[config.mk]
export PLATFORM = sky130hd
export DESIGN_NAME = usb_rx_size_count
export DESIGN_NICKNAME = d
export VERILOG_FILES = /design/src/logic/usb_rx_pkg.sv /design/src/logic/rx_capacity_calc.sv /design/src/logic/usb_rx_size_count.sv
export VERILOG_INCLUDE_DIRS = /design/src /design/src/logic
export SDC_FILE = /design/constraint.sdc
export NUM_CORES = 1
export LEC_CHECK = 0
export BUFFER_PORTS_ARGS = -buffer_cell sky130_fd_sc_hd__buf_2
export CAP_MARGIN = 25
export CORE_AREA = 2 2 123 125
export DETAILED_ROUTE_END_ITERATION = 6
export DIE_AREA = 0 0 125 127
export PLACE_DENSITY = 0.66
export SYNTH_ARGS = -nofsm -noshare
export SYNTH_HDL_FRONTEND = slang
export SYNTH_SLANG_ARGS = --single-unit
[constraint.sdc]
create_clock -name clk -period 4.9 [get_ports clk]
set_input_delay 0.49 -clock clk [delete_from_list [all_inputs] [get_ports clk]]
set_output_delay 0.49 -clock clk [all_outputs]
set_load 0.02 [all_outputs]
[src/logic/usb_rx_defines.svh]
`ifndef USB_RX_DEFINES_SVH
`define USB_RX_DEFINES_SVH

`define RXC_HALF_W 16
`define RXC_UNIT_BIT 15
`define RXC_BLK_LSB 10
`define RXC_BLK_W 5
`define RXC_COUNT_MAX 11'h3FF
`define RXC_CNT_SAT 11'h7FF
`define RXC_SMALL_SHIFT 1
`define RXC_LARGE_SHIFT 5

`endif

[src/logic/usb_rx_pkg.sv]
package usb_rx_pkg;

    typedef struct packed {
        logic unitSel;
        logic [4:0] blocks;
        logic [9:0] count;
    } size_count_s;

    typedef struct packed {
        size_count_s [1:0] entry;
        logic busy;
        logic sel;
        logic [10:0] byteCnt;
        logic [7:0] lowByte;
        logic ovf;
        logic memWe;
        logic [15:0] memAddr;
        logic [15:0] memData;
        logic done;
        logic ovfErr;
        logic [31:0] rdata;
    } state_s;

endpackage

[src/logic/rx_capacity_calc.sv]
`timescale 1ns/1ps
`include "usb_rx_defines.svh"

module rx_capacity_calc (
    input wire logic clk,
    input wire logic sys_rst,
    input wire usb_rx_pkg::size_count_s entry,
    output logic [10:0] capacity
);

    // ----------------------------------------
    // Capacity from unit select and block count
    // ----------------------------------------
    // A zero block count with small units yields zero, so every byte overflows.
    logic [10:0] blocksWide;

    assign blocksWide = {6'h00, entry.blocks};

    always_comb begin
        if (entry.unitSel) begin
            capacity = 11'((blocksWide + 11'h001) << `RXC_LARGE_SHIFT);
        end else begin
            capacity = 11'(blocksWide << `RXC_SMALL_SHIFT);
        end
    end
endmodule

[src/logic/usb_rx_size_count.sv]
`timescale 1ns/1ps
`include "usb_rx_defines.svh"

module usb_rx_size_count #(
    parameter int ADDR_W = 16
) (
    input wire logic clk,
    input wire logic sys_rst,
    input wire logic swWe,
    input wire logic [1:0] swBe,
    input wire logic [31:0] swWdata,
    output logic [31:0] swRdata,
    input wire logic [15:0] rxBufferStart0,
    input wire logic [15:0] rxBufferStart1,
    input wire logic rxStart,
    input wire logic rxBufSel,
    input wire logic rxByteValid,
    input wire logic [7:0] rxByte,
    input wire logic rxEnd,
    output logic memWe,
    output logic [15:0] memAddr,
    output logic [15:0] memData,
    output logic rxBusy,
    output logic rxDone,
    output logic overflowErr
);

    if (ADDR_W != 16) begin : g_bad_addr
        $error("Packet memory addresses are sixteen bits wide.");
    end

    usb_rx_pkg::state_s q;
    usb_rx_pkg::state_s d;
    logic [10:0] capacity;
    logic [15:0] base;
    logic [15:0] wordAddr;
    logic [9:0] endCount;

    // ----------------------------------------
    // Capacity of the buffer being filled
    // ----------------------------------------
    rx_capacity_calc u_cap (
        .clk(clk),
        .sys_rst(sys_rst),
        .entry(q.entry[q.sel]),
        .capacity(capacity)
    );

    // Bit 0 of the start address is forced low; a stray one cannot misalign words.
    assign base = (q.sel ? rxBufferStart1 : rxBufferStart0) & 16'hFFFE;
    assign wordAddr = 16'(base + {5'h00, q.byteCnt[10:1], 1'b0});
    assign endCount = (q.byteCnt > `RXC_COUNT_MAX) ? 10'h3FF : q.byteCnt[9:0];

    // ----------------------------------------
    // Next state
    // ----------------------------------------
    always_comb begin
        d = q;
        d.memWe = 1'b0;
        d.done = 1'b0;
        d.ovfErr = 1'b0;
        d.rdata = q.entry;
        if (swWe) begin
            for (int h = 0; h < 2; h++) begin
                if (swBe[h]) begin
                    // Only the allocation fields take software data.
                    d.entry[h].unitSel = swWdata[h * `RXC_HALF_W + `RXC_UNIT_BIT];
                    d.entry[h].blocks =
                        swWdata[h * `RXC_HALF_W + `RXC_BLK_LSB +: `RXC_BLK_W];
                end
            end
        end
        if (!q.busy) begin
            if (rxStart) begin
                d.busy = 1'b1;
                d.sel = rxBufSel;
                d.byteCnt = 11'h000;
                d.ovf = 1'b0;
            end
        end else if (rxEnd) begin
            d.busy = 1'b0;
            d.done = 1'b1;
            d.entry[q.sel].count = endCount;
            d.ovfErr = q.ovf;
            if (q.byteCnt[0] && q.byteCnt <= capacity) begin
                d.memWe = 1'b1;
                d.memAddr = wordAddr;
                d.memData = {8'h00, q.lowByte};
            end
        end else if (rxByteValid) begin
            if (q.byteCnt < capacity) begin
                if (!q.byteCnt[0]) begin
                    d.lowByte = rxByte;
                end else begin
                    d.memWe = 1'b1;
                    d.memAddr = wordAddr;
                    d.memData = {rxByte, q.lowByte};
                end
            end else begin
                d.ovf = 1'b1;
            end
            if (q.byteCnt != `RXC_CNT_SAT) begin
                d.byteCnt = 11'(q.byteCnt + 11'h001);
            end
        end
    end

    always_ff @(posedge clk) begin
        if (sys_rst) begin
            q <= '0;
        end else begin
            q <= d;
        end
    end

    assign swRdata = q.rdata;
    assign memWe = q.memWe;
    assign memAddr = q.memAddr;
    assign memData = q.memData;
    assign rxBusy = q.busy;
    assign rxDone = q.done;
    assign overflowErr = q.ovfErr;
endmodule

* After elaboration in Yosys (flattened, before gate mapping)
Index checks and enable logic that the tools add are counted.
Word-level totals: flip-flop bits (word level) 121, bits of input ports 81, word-level logic and storage cells 78, output and inout port bits 68
Cells by class: reduce and logical (&&, ||, !) cells 14, add/sub/neg operators 3, $lt $le $gt $ge 5, eq/ne operators 6, multiplexer cells 30, bitwise logic cells 3
Operator list (number):
- $mux W33 | 5
- $mux W53 | 1
- $mux W16 | 3
- $mux W11 | 3
- $bwmux W32 | 1
- $mux W32 | 1
- $mux W6 | 4
- $mux W10 | 2
- $mux W20 | 1
- $add A16 B11 Y16 | 1
- $demux W16 S1 | 1
- $mux W8 | 2
- $mux W13 | 1
- $add A11 B1 Y11 const B | 1
- $gt A11 B10 Y1 const B | 1
- $le A11 B11 Y1 | 1
- $lt A11 B11 Y1 | 1
- $ne A11 B11 Y1 const B | 1
- $reduce_and A5 Y1 | 2
- $reduce_and A4 Y1 | 2
- $reduce_bool A2 Y1 | 4
- $add A5 B1 Y6 const B | 1
- $ne A2 B2 Y1 const B | 3
- $mux W1 | 4
- 9 further kinds | 14

* Depth between registers and ports, before layout
Gate-level depths: netlist of the first run.
word-level depth 9, mapped depth 16, gate-level depth less buffers 13

* Modules after synthesis
A second synthesis of the first run with hierarchy kept.
Second synthesis, totals: cell total of the unflattened synthesis 682, area total of the unflattened synthesis 6184.7 µm²
By module, submodules not included:
- usb_rx_size_count | area each 6035.8 µm², cells each 659, times used 1, sequential area each 2402.3 µm²
- rx_capacity_calc | area each 148.9 µm², cells each 23, times used 1, sequential area each 0.0 µm²

* Least setup slack after synthesis of the first run
OpenSTA, ideal clock, no wires.
path type register to register, start point register q[87] (netlist bit), end point register q (netlist bit memData[11]), stages on the path, launching flop included 14, data arrival time 2986 ps, data required time 4772 ps, period minus slack after synthesis 3113 ps, path buffers 3, slack 1787 ps, setup time 128 ps, path through dfxtp_1 buf_4 mux2_2 ha_1 nand2_1 or3b_2 ha_1 o2111ai_1 a31oi_4 or3_1 buf_6 buf_8 a22oi_1 nor2_1
On the way: cells in the longest elaborated chain, start to end 8, elaborated cells between the ends (all ways) 10, those cells by class 1 x add/sub; 2 x order compare; 1 x eq/ne; 3 x mux; 3 x reduce/logical
Ends and longest elaborated chain:
- start: declaration | RTL line usb_rx_size_count.sv:32 | usb_rx_pkg::state_s q;
- start signal: assignment | RTL line usb_rx_size_count.sv:110 | q <= '0;
- start signal: assignment | RTL line usb_rx_size_count.sv:112 | q <= d;
- $mux W16 (not written as such) * (2 in series) | RTL line usb_rx_size_count.sv:45 | .entry(q.entry[q.sel]),
- $add A5 B1 Y6 | RTL line rx_capacity_calc.sv:21 | capacity = 11'((blocksWide + 11'h001) << `RXC_LARGE_SHIFT);
- $mux W11 * | RTL line rx_capacity_calc.sv:20 | if (entry.unitSel) begin
- $le A11 B11 Y1 | RTL line usb_rx_size_count.sv:85 | if (q.byteCnt[0] && q.byteCnt <= capacity) begin
- $logic_and A1 B1 Y1 | RTL line usb_rx_size_count.sv:85
- $ne A2 B1 Y1 (no line)
- $reduce_and A5 Y1 (no line) *
Mark *: on every way between the ends. The rest lies on a longest branch, timed or not. The select of a mux whose other input is x is not followed. A chain may end at the register's enable or synchronous reset.

* Worst setup path after layout of the first run
start point register q[87] (netlist bit), end point register q[70] (netlist bit)
On the way: cells in the longest elaborated chain, start to end 6
Ends and longest elaborated chain:
- $mux W16 (not written as such) * (2 in series) | RTL line usb_rx_size_count.sv:45
- $add A5 B1 Y6 | RTL line rx_capacity_calc.sv:21
- $mux W11 * | RTL line rx_capacity_calc.sv:20
- $lt A11 B11 Y1 * | RTL line usb_rx_size_count.sv:91 | if (q.byteCnt < capacity) begin
- $reduce_and A5 Y1 (no line) *
Marks and branches as above.

==> results of run 1 <==
-- metal layers --
metal	up-vias	track usage	share of wire	wire (um)
met5	-	0	0	0
li1	2194	-	-	-
met3	18	0.05318	0.066	806
met4	0	0.06340	0.012	153
met1	1981	0.1883	0.45	5572
met2	131	0.2567	0.47	5740
-- worst reg2reg max path, cell delays in order (launching register included) --
cell and delay (ns):
dfxtp_1 0.40, mux2i_1 0.34, inv_1 0.10, ha_1 0.23
nand2_1 0.07, or3b_2 0.45, ha_1 0.23, a211oi_2 0.28
a31oi_4 0.18, or4b_1 0.76, mux2i_1 0.26, nor2_1 0.06
-- cell usage after synthesis (all sizes together) --
cell / number / area [um2]
dfxtp: 120 / 2402
nor2: 95 / 356.6
buf: 73 / 548.0
nand2: 35 / 133.9
mux2i: 34 / 340.3
nor2b: 34 / 212.7
a211oi: 27 / 207.7
a21oi: 25 / 128.9
ha: 22 / 275.3
nand3: 22 / 110.1
clkbuf: 20 / 75.07
mux2: 14 / 157.7
xor2: 10 / 87.58
o21ai: 9 / 48.80
a22oi: 8 / 60.06
and3: 8 / 50.05
inv: 8 / 30.03
xnor2: 8 / 70.07
nand2b: 5 / 31.28
nor3: 5 / 36.29
o211ai: 5 / 37.54
or3: 5 / 31.28
a21o: 4 / 30.03
and2: 3 / 18.77
nand3b: 3 / 22.52
a31oi: 2 / 27.53
and2b: 2 / 16.27
and4: 2 / 20.02
o2111ai: 2 / 17.52
o21a: 2 / 15.01
o21bai: 2 / 15.01
a2111oi: 1 / 10.01
a221oi: 1 / 8.760
a2bb2oi: 1 / 8.760
a31o: 1 / 8.760
a41oi: 1 / 8.760
conb: 1 / 3.750
fa: 1 / 20.02
nand4: 1 / 6.260
nor3b: 1 / 7.510
o31ai: 1 / 12.51
or2: 1 / 6.260
or3b: 1 / 8.760
or4b: 1 / 10.01
-- kinds of logic after synthesis --
family | count (synthesis)
buffers and inverters | 101
adder cells (fa/ha/maj) | 23
multiplexers | 48
AND/OR/NAND/NOR | 224
AO/OA/AOI/OAI | 92
other | 1
XOR/XNOR | 18
flip-flops | 120
-- through the flow --
step / setup WS (ns) / utilization / total power, W
floorplan: 1.787 / - / 0.001155
global placement: 1.469 / 0.4159 / 0.001198
detailed placement: 1.400 / 0.4159 / 0.001204
CTS: 1.379 / 0.4604 / 0.002541
global route: 1.160 / 0.4607 / 0.002608
finish: 1.420 / 0.4607 / 0.002512
-- layout make-up --
cell class / count / share of cell area
Multi-Input combinational cell: 406 / 0.4031
Clock inverter: 7 / 0.02090
Tap cell: 184 / 0.03465
Timing Repair Buffer: 130 / 0.09979
Sequential cell: 120 / 0.3615
Inverter: 8 / 0.004519
Clock buffer: 24 / 0.07550
-- power by group through the flow --
stage	combinational [W]	clock (W)	sequential, W
after floorplan	0.000130	0	0.00103
after global placement	0.000171	0	0.00103
after detailed placement	0.000175	0	0.00103
after CTS	0.000177	0.00136	0.00101
after global routing	0.000193	0.00141	0.00101
final	0.000175	0.00133	0.00101
-- how the worst max path moves through the flow --
stage	start	to	slack (ns)	cells past startpoint
after floorplan	q[87]	memData[11]	1.79	13
after CTS	q[87]	memData[10]	1.38	11
after global routing	q[87]	q[69]	1.16	11
after global placement	q[87]	memData[14]	1.47	12
final	q[87]	q[70]	1.42	11
after detailed placement	q[87]	memData[13]	1.40	11
-- state kept, by name, summed over array words and instances (netlist names) --
register,count
d,32
swRdata,32
q,21
memData,16
memAddr,15
memWe,1
overflowErr,1
rxBusy,1
rxDone,1
==> run summary, run 1 <==
Core Area = 14,420 um2
Fin. Hold Viols = 0
Sink Count = 120
area of the multi-input gates = 2679 um2
die height = 127 um
FF-to-FF End = q[70]
Die Wd = 125 um
largest family of logic cells by synthesized area = simple AND/OR/NAND/NOR gates
PD cells = 378.0 nW/um2
post-place instance area = 6000 um2
Initial DRC Count = 190
Crit path max-delay family = simple AND/OR/NAND/NOR gates
Slew Limit Fails = 0
Avg Inst Size Synth = 9.146 um2
starting density of the core = 0.3976
WHS Endpoint = d[11]
Flop pwr share = 0.401
Compound-Gate Fraction of Synth Area = 0.1126
fin cells = 879
Final Critical Period = 3.480 ns
Placement Rows = 44
r2r setup slk = 1.42 ns
Setup CP Type = reg -> reg
CTS resizes = 0
nature of the critical path endpoint = flop
Antenna Diode Count = 0
CP required = 5.18 ns
drt total wl = 12,270 um
postcts setup bufs = 0
post-synth cell types = 57
fmax = 287.4 MHz
Worst Path Arrival = 3.76 ns
clk_skew = 0.01000 ns
PortBufs = 125
Post-Synth Adder-Cell Area = 0.05149
simple-gate share of the synthesized area = 0.1881
initial antenna violation count = 0
CTS clk-pin slew, worst paths = 0.05 ns
part of the power in the clock network = 0.529
most common cell after layout, fill and taps aside = buf_2
Net Sw Frac = 0.2091
FF/Latch Area = 2402 um2
Slew HR = 0.5427
routed vias = 4,324
post-route setup TNS = 0 ns
synthesized area = 5734 um2
CTS tree = yes
CTS buffer count = 17
DRC violations left = 0
largest net degree at the start of global routing = 63
Synthesis Warnings = 0
P_leak = 2.882 nW
final instance area = 6645 um2
worst path cell trace = mux2i_1, inv_1, ha_1, nand2_1, or3b_2, ha_1, a211oi_2, a31oi_4, or4b_1, mux2i_1, nor2_1
Min Hold Slack = 0.3338 ns
status = finished, final reports clean
GP Congestion = 0.8655
GRT Util Overall = 0.1561
Hold Crit Depth = 3
H-tree depth = 4
dpl cells = 847
Peak VDD IR = 245.3 uV
DR WL/cell = 13.96 um
worst hold start = swWdata[11]
hold_buf cts = 0
CP bufs+invs = 1
vias in the first global route = 4,198
die area = 15,880 um2
Detail Route Antenna Nets = 0
Vias/cell = 4.919
P&R area growth vs syn = 15.88%
worst r2r src = q[87]
gr ovfl total = 0
most frequent cells in the layout = buf_2 (124), dfxtp_1 (120), nor2_1 (95)
RSZ-0062 raised after global routing = false
largest stage delay on the critical path = 0.76 ns
Int Power = 0.001987 W
Fillers = 1,375
CP max FO = 8
Critical-path top delay cell = or4b_1
max cap viols = 0
io pins = 149
net count after synthesis = 731
first-pass GRT wire length = 19,830 um
Max Buffers Root-to-Sink = 2
Clk Latency, worst-skew pair = 0.41 ns
clock root cell = clkbuf_16
Tightest Hold Check Type = in -> reg
share of cells above drive strength 1 = 0.2662
mux cell area share after synthesis = 0.08684
area share of xor/xnor cells in the synthesized design = 0.02749
Final setup violation count = 0
NetSw = 0.0005252 W
CP startpoint kind = flop
FF+latch count, synth = 120
drt pass-1 iters = 4
reg2reg path depth = 11
post-synthesis instance total = 627
fin crit share = 0.7102
register area share after synthesis = 0.4189
Comb pwr share = 0.070
worst slew pin tran = 0.6860 ns
Total Nets Final = 787
Final HPWL DP = 9073 um
Note: power is estimated with default switching activity, not from simulation.
==> inputs of run 2 (changes only) <==
- PLACE_DENSITY: 0.66 -> 0.68
- clock period: 4.9 -> 3.11 ns (I/O delays scaled with it)
==> run 2 against run 1 <==
Clock-buffer cell count is 6 lower; via count is 0.14% higher; final area is 2.0% higher; power is 48% higher; clock power is 39% higher; combinational power is 68% higher; clock skew is 0.0021 ns lower; sequential share of layout area is 0.65 points lower; register-to-register slack worse by 1.3 ns; largest cell class unchanged; largest power group unchanged.
==> run summary, run 2 (same netlist as run 1, synthesis figures left out) <==
status = finished, final reports clean (unchanged)
H-tree depth = 4 (unchanged)
Peak VDD IR = 300.2 uV (was 245.3 uV)
max cap viols = 0 (unchanged)
worst slew pin tran = 0.7238 ns (was 0.6860 ns)
GP Congestion = 0.8278 (was 0.8655)
routed vias = 4,330 (was 4,324)
CP max FO = 8 (unchanged)
FF/Latch Area = 2406 um2 (was 2402 um2)
CTS clk-pin slew, worst paths = 0.06 ns (was 0.05 ns)
Final HPWL DP = 8860 um (was 9073 um)
Antenna Diode Count = 0 (unchanged)
Setup CP Type = reg -> reg (unchanged)
fin crit share = 0.9565 (was 0.7102)
Hold Crit Depth = 3 (unchanged)
die area = 15,880 um2 (unchanged)
Die Wd = 125 um (unchanged)
Sink Count = 120 (unchanged)
Fillers = 1,428 (was 1,375)
most common cell after layout, fill and taps aside = buf_2 (unchanged)
nature of the critical path endpoint = flop (unchanged)
CP required = 3.38 ns (was 5.18 ns)
Tightest Hold Check Type = in -> reg (unchanged)
worst r2r src = q[87] (unchanged)
Worst Path Arrival = 3.25 ns (was 3.76 ns)
first-pass GRT wire length = 20,090 um (was 19,830 um)
fin util = 0.4698 (was 0.4607)
Max Buffers Root-to-Sink = 2 (unchanged)
Fin. Hold Viols = 0 (unchanged)
share of cells above drive strength 1 = 0.2976 (was 0.2662)
drt pass-1 iters = 4 (unchanged)
drt total wl = 12,370 um (was 12,270 um)
post-route setup TNS = 0 ns (unchanged)
P&R area growth vs syn = 18.18% (was 15.88%)
r2r setup slk = 0.14 ns (was 1.42 ns)
Detail Route Antenna Nets = 0 (unchanged)
starting density of the core = 0.3976 (unchanged)
Placement Rows = 44 (unchanged)
gr ovfl total = 0 (unchanged)
WHS Endpoint = d[11] (unchanged)
Final Critical Period = 2.975 ns (was 3.480 ns)
area of the multi-input gates = 2753 um2 (was 2679 um2)
CTS tree = yes (unchanged)
GRT Util Overall = 0.1574 (was 0.1561)
PortBufs = 125 (unchanged)
largest net degree at the start of global routing = 69 (was 63)
Clk Latency, worst-skew pair = 0.41 ns (about the same)
Critical-path top delay cell = or4b_4 (was or4b_1)
CTS buffer count = 17 (unchanged)
worst path cell trace = mux2_2, ha_2, nand2_1, or3b_4, ha_4, a211oi_4, a31oi_4, or4b_4, mux2i_1, nor2_1 (was mux2i_1, inv_1, ha_1, nand2_1, or3b_2, ha_1, a211oi_2, a31oi_4, or4b_1, mux2i_1, nor2_1)
clk_skew = 0.007938 ns (was 0.01000 ns)
Total Nets Final = 801 (was 787)
vias in the first global route = 4,214 (was 4,198)
die height = 127 um (unchanged)
PD cells = 550.2 nW/um2 (was 378.0 nW/um2)
Power Total = 0.003728 W (was 0.002512 W)
Initial DRC Count = 153 (was 190)
largest stage delay on the critical path = 0.66 ns (was 0.76 ns)
fmax = 336.2 MHz (was 287.4 MHz)
reg2reg path depth = 10 (was 11)
P_leak = 2.925 nW (was 2.882 nW)
Final setup violation count = 0 (unchanged)
DR WL/cell = 13.85 um (was 13.96 um)
DRC violations left = 0 (unchanged)
FF-to-FF End = q[73] (was q[70])
initial antenna violation count = 1 (was 0)
Slew HR = 0.5175 (was 0.5427)
Min Hold Slack = 0.1427 ns (was 0.3338 ns)
io pins = 149 (unchanged)
most frequent cells in the layout = buf_2 (124), dfxtp_1 (119), nor2_1 (95) (was buf_2 (124), dfxtp_1 (120), nor2_1 (95))
Slew Limit Fails = 0 (unchanged)
Vias/cell = 4.849 (was 4.919)
worst hold start = swWdata[11] (unchanged)
clock root cell = clkbuf_16 (unchanged)
Core Area = 14,420 um2 (unchanged)
CP startpoint kind = flop (unchanged)
-- run 2: how the worst max path moves through the flow --
stage | from | to | slack (ns) | cells after the start
3_5_place_dp | q[87] | q[73] | -0.12 | 11
3_3_place_gp | q[87] | q[68] | -0.05 | 11
5_1_grt | q[87] | memAddr[15] | -0.004 | 12
4_1_cts | q[87] | memAddr[15] | 0.01 | 12
2_1_floorplan | q[87] | memData[11] | 0.005 | 13
6_report | q[87] | q[73] | 0.14 | 10
-- run 2: area by class of cell --
class | count | area share
clock buffer | 18 | 0.06481
clock inverter | 13 | 0.01809
inverter | 8 | 0.004431
multi-input combinational | 406 | 0.4062
sequential | 120 | 0.3551
tap | 184 | 0.03397
timing repair buffer | 144 | 0.1174
-- run 2: critical path: cells and delay by family (launching register included) --
kind | cells | cell delay, ns
mux | 2 | 0.56
simple gates | 4 | 1.15
flops | 1 | 0.37
compound gates | 2 | 0.38
fa+ha+maj | 2 | 0.38
-- run 2: repair_timing --
action,CTS,global route
setup buffers,1,0
pin swaps,3,4
hold buffers,0,0
resized for setup,3,12
endpoints found under the setup margin,35,35
-- run 2: through the flow --
stage / cell area (um2) / setup slack (ns) / instances
2_1_floorplan: 5741 / 0.004830 / 627
3_3_place_gp: 6143 / -0.05331 / 862
3_5_place_dp: 6143 / -0.1217 / 862
4_1_cts: 6720 / 0.01243 / 894
5_1_grt: 6777 / -0.004227 / 893
6_report: 6777 / 0.1352 / 893
-- run 2: metal layers --
metal	vias up	share of wire	track usage	wire, um
met5	-	0.0011	0	13
met4	2	0.0075	0.05621	93
met3	17	0.054	0.04648	663
met2	103	0.46	0.2558	5737
met1	1991	0.47	0.2002	5860
li1	2217	-	-	-
-- run 2: report_power, final --
| part | switching [W] | total [W] | internal, W | leakage [nW] |
|---|---|---|---|---|
| clock network | 0.000728 | 0.00185 | 0.00112 | 0.265 |
| registers | 0.0000177 | 0.00159 | 0.00157 | 0.972 |
| logic | 0.000161 | 0.000294 | 0.000133 | 1.69 |
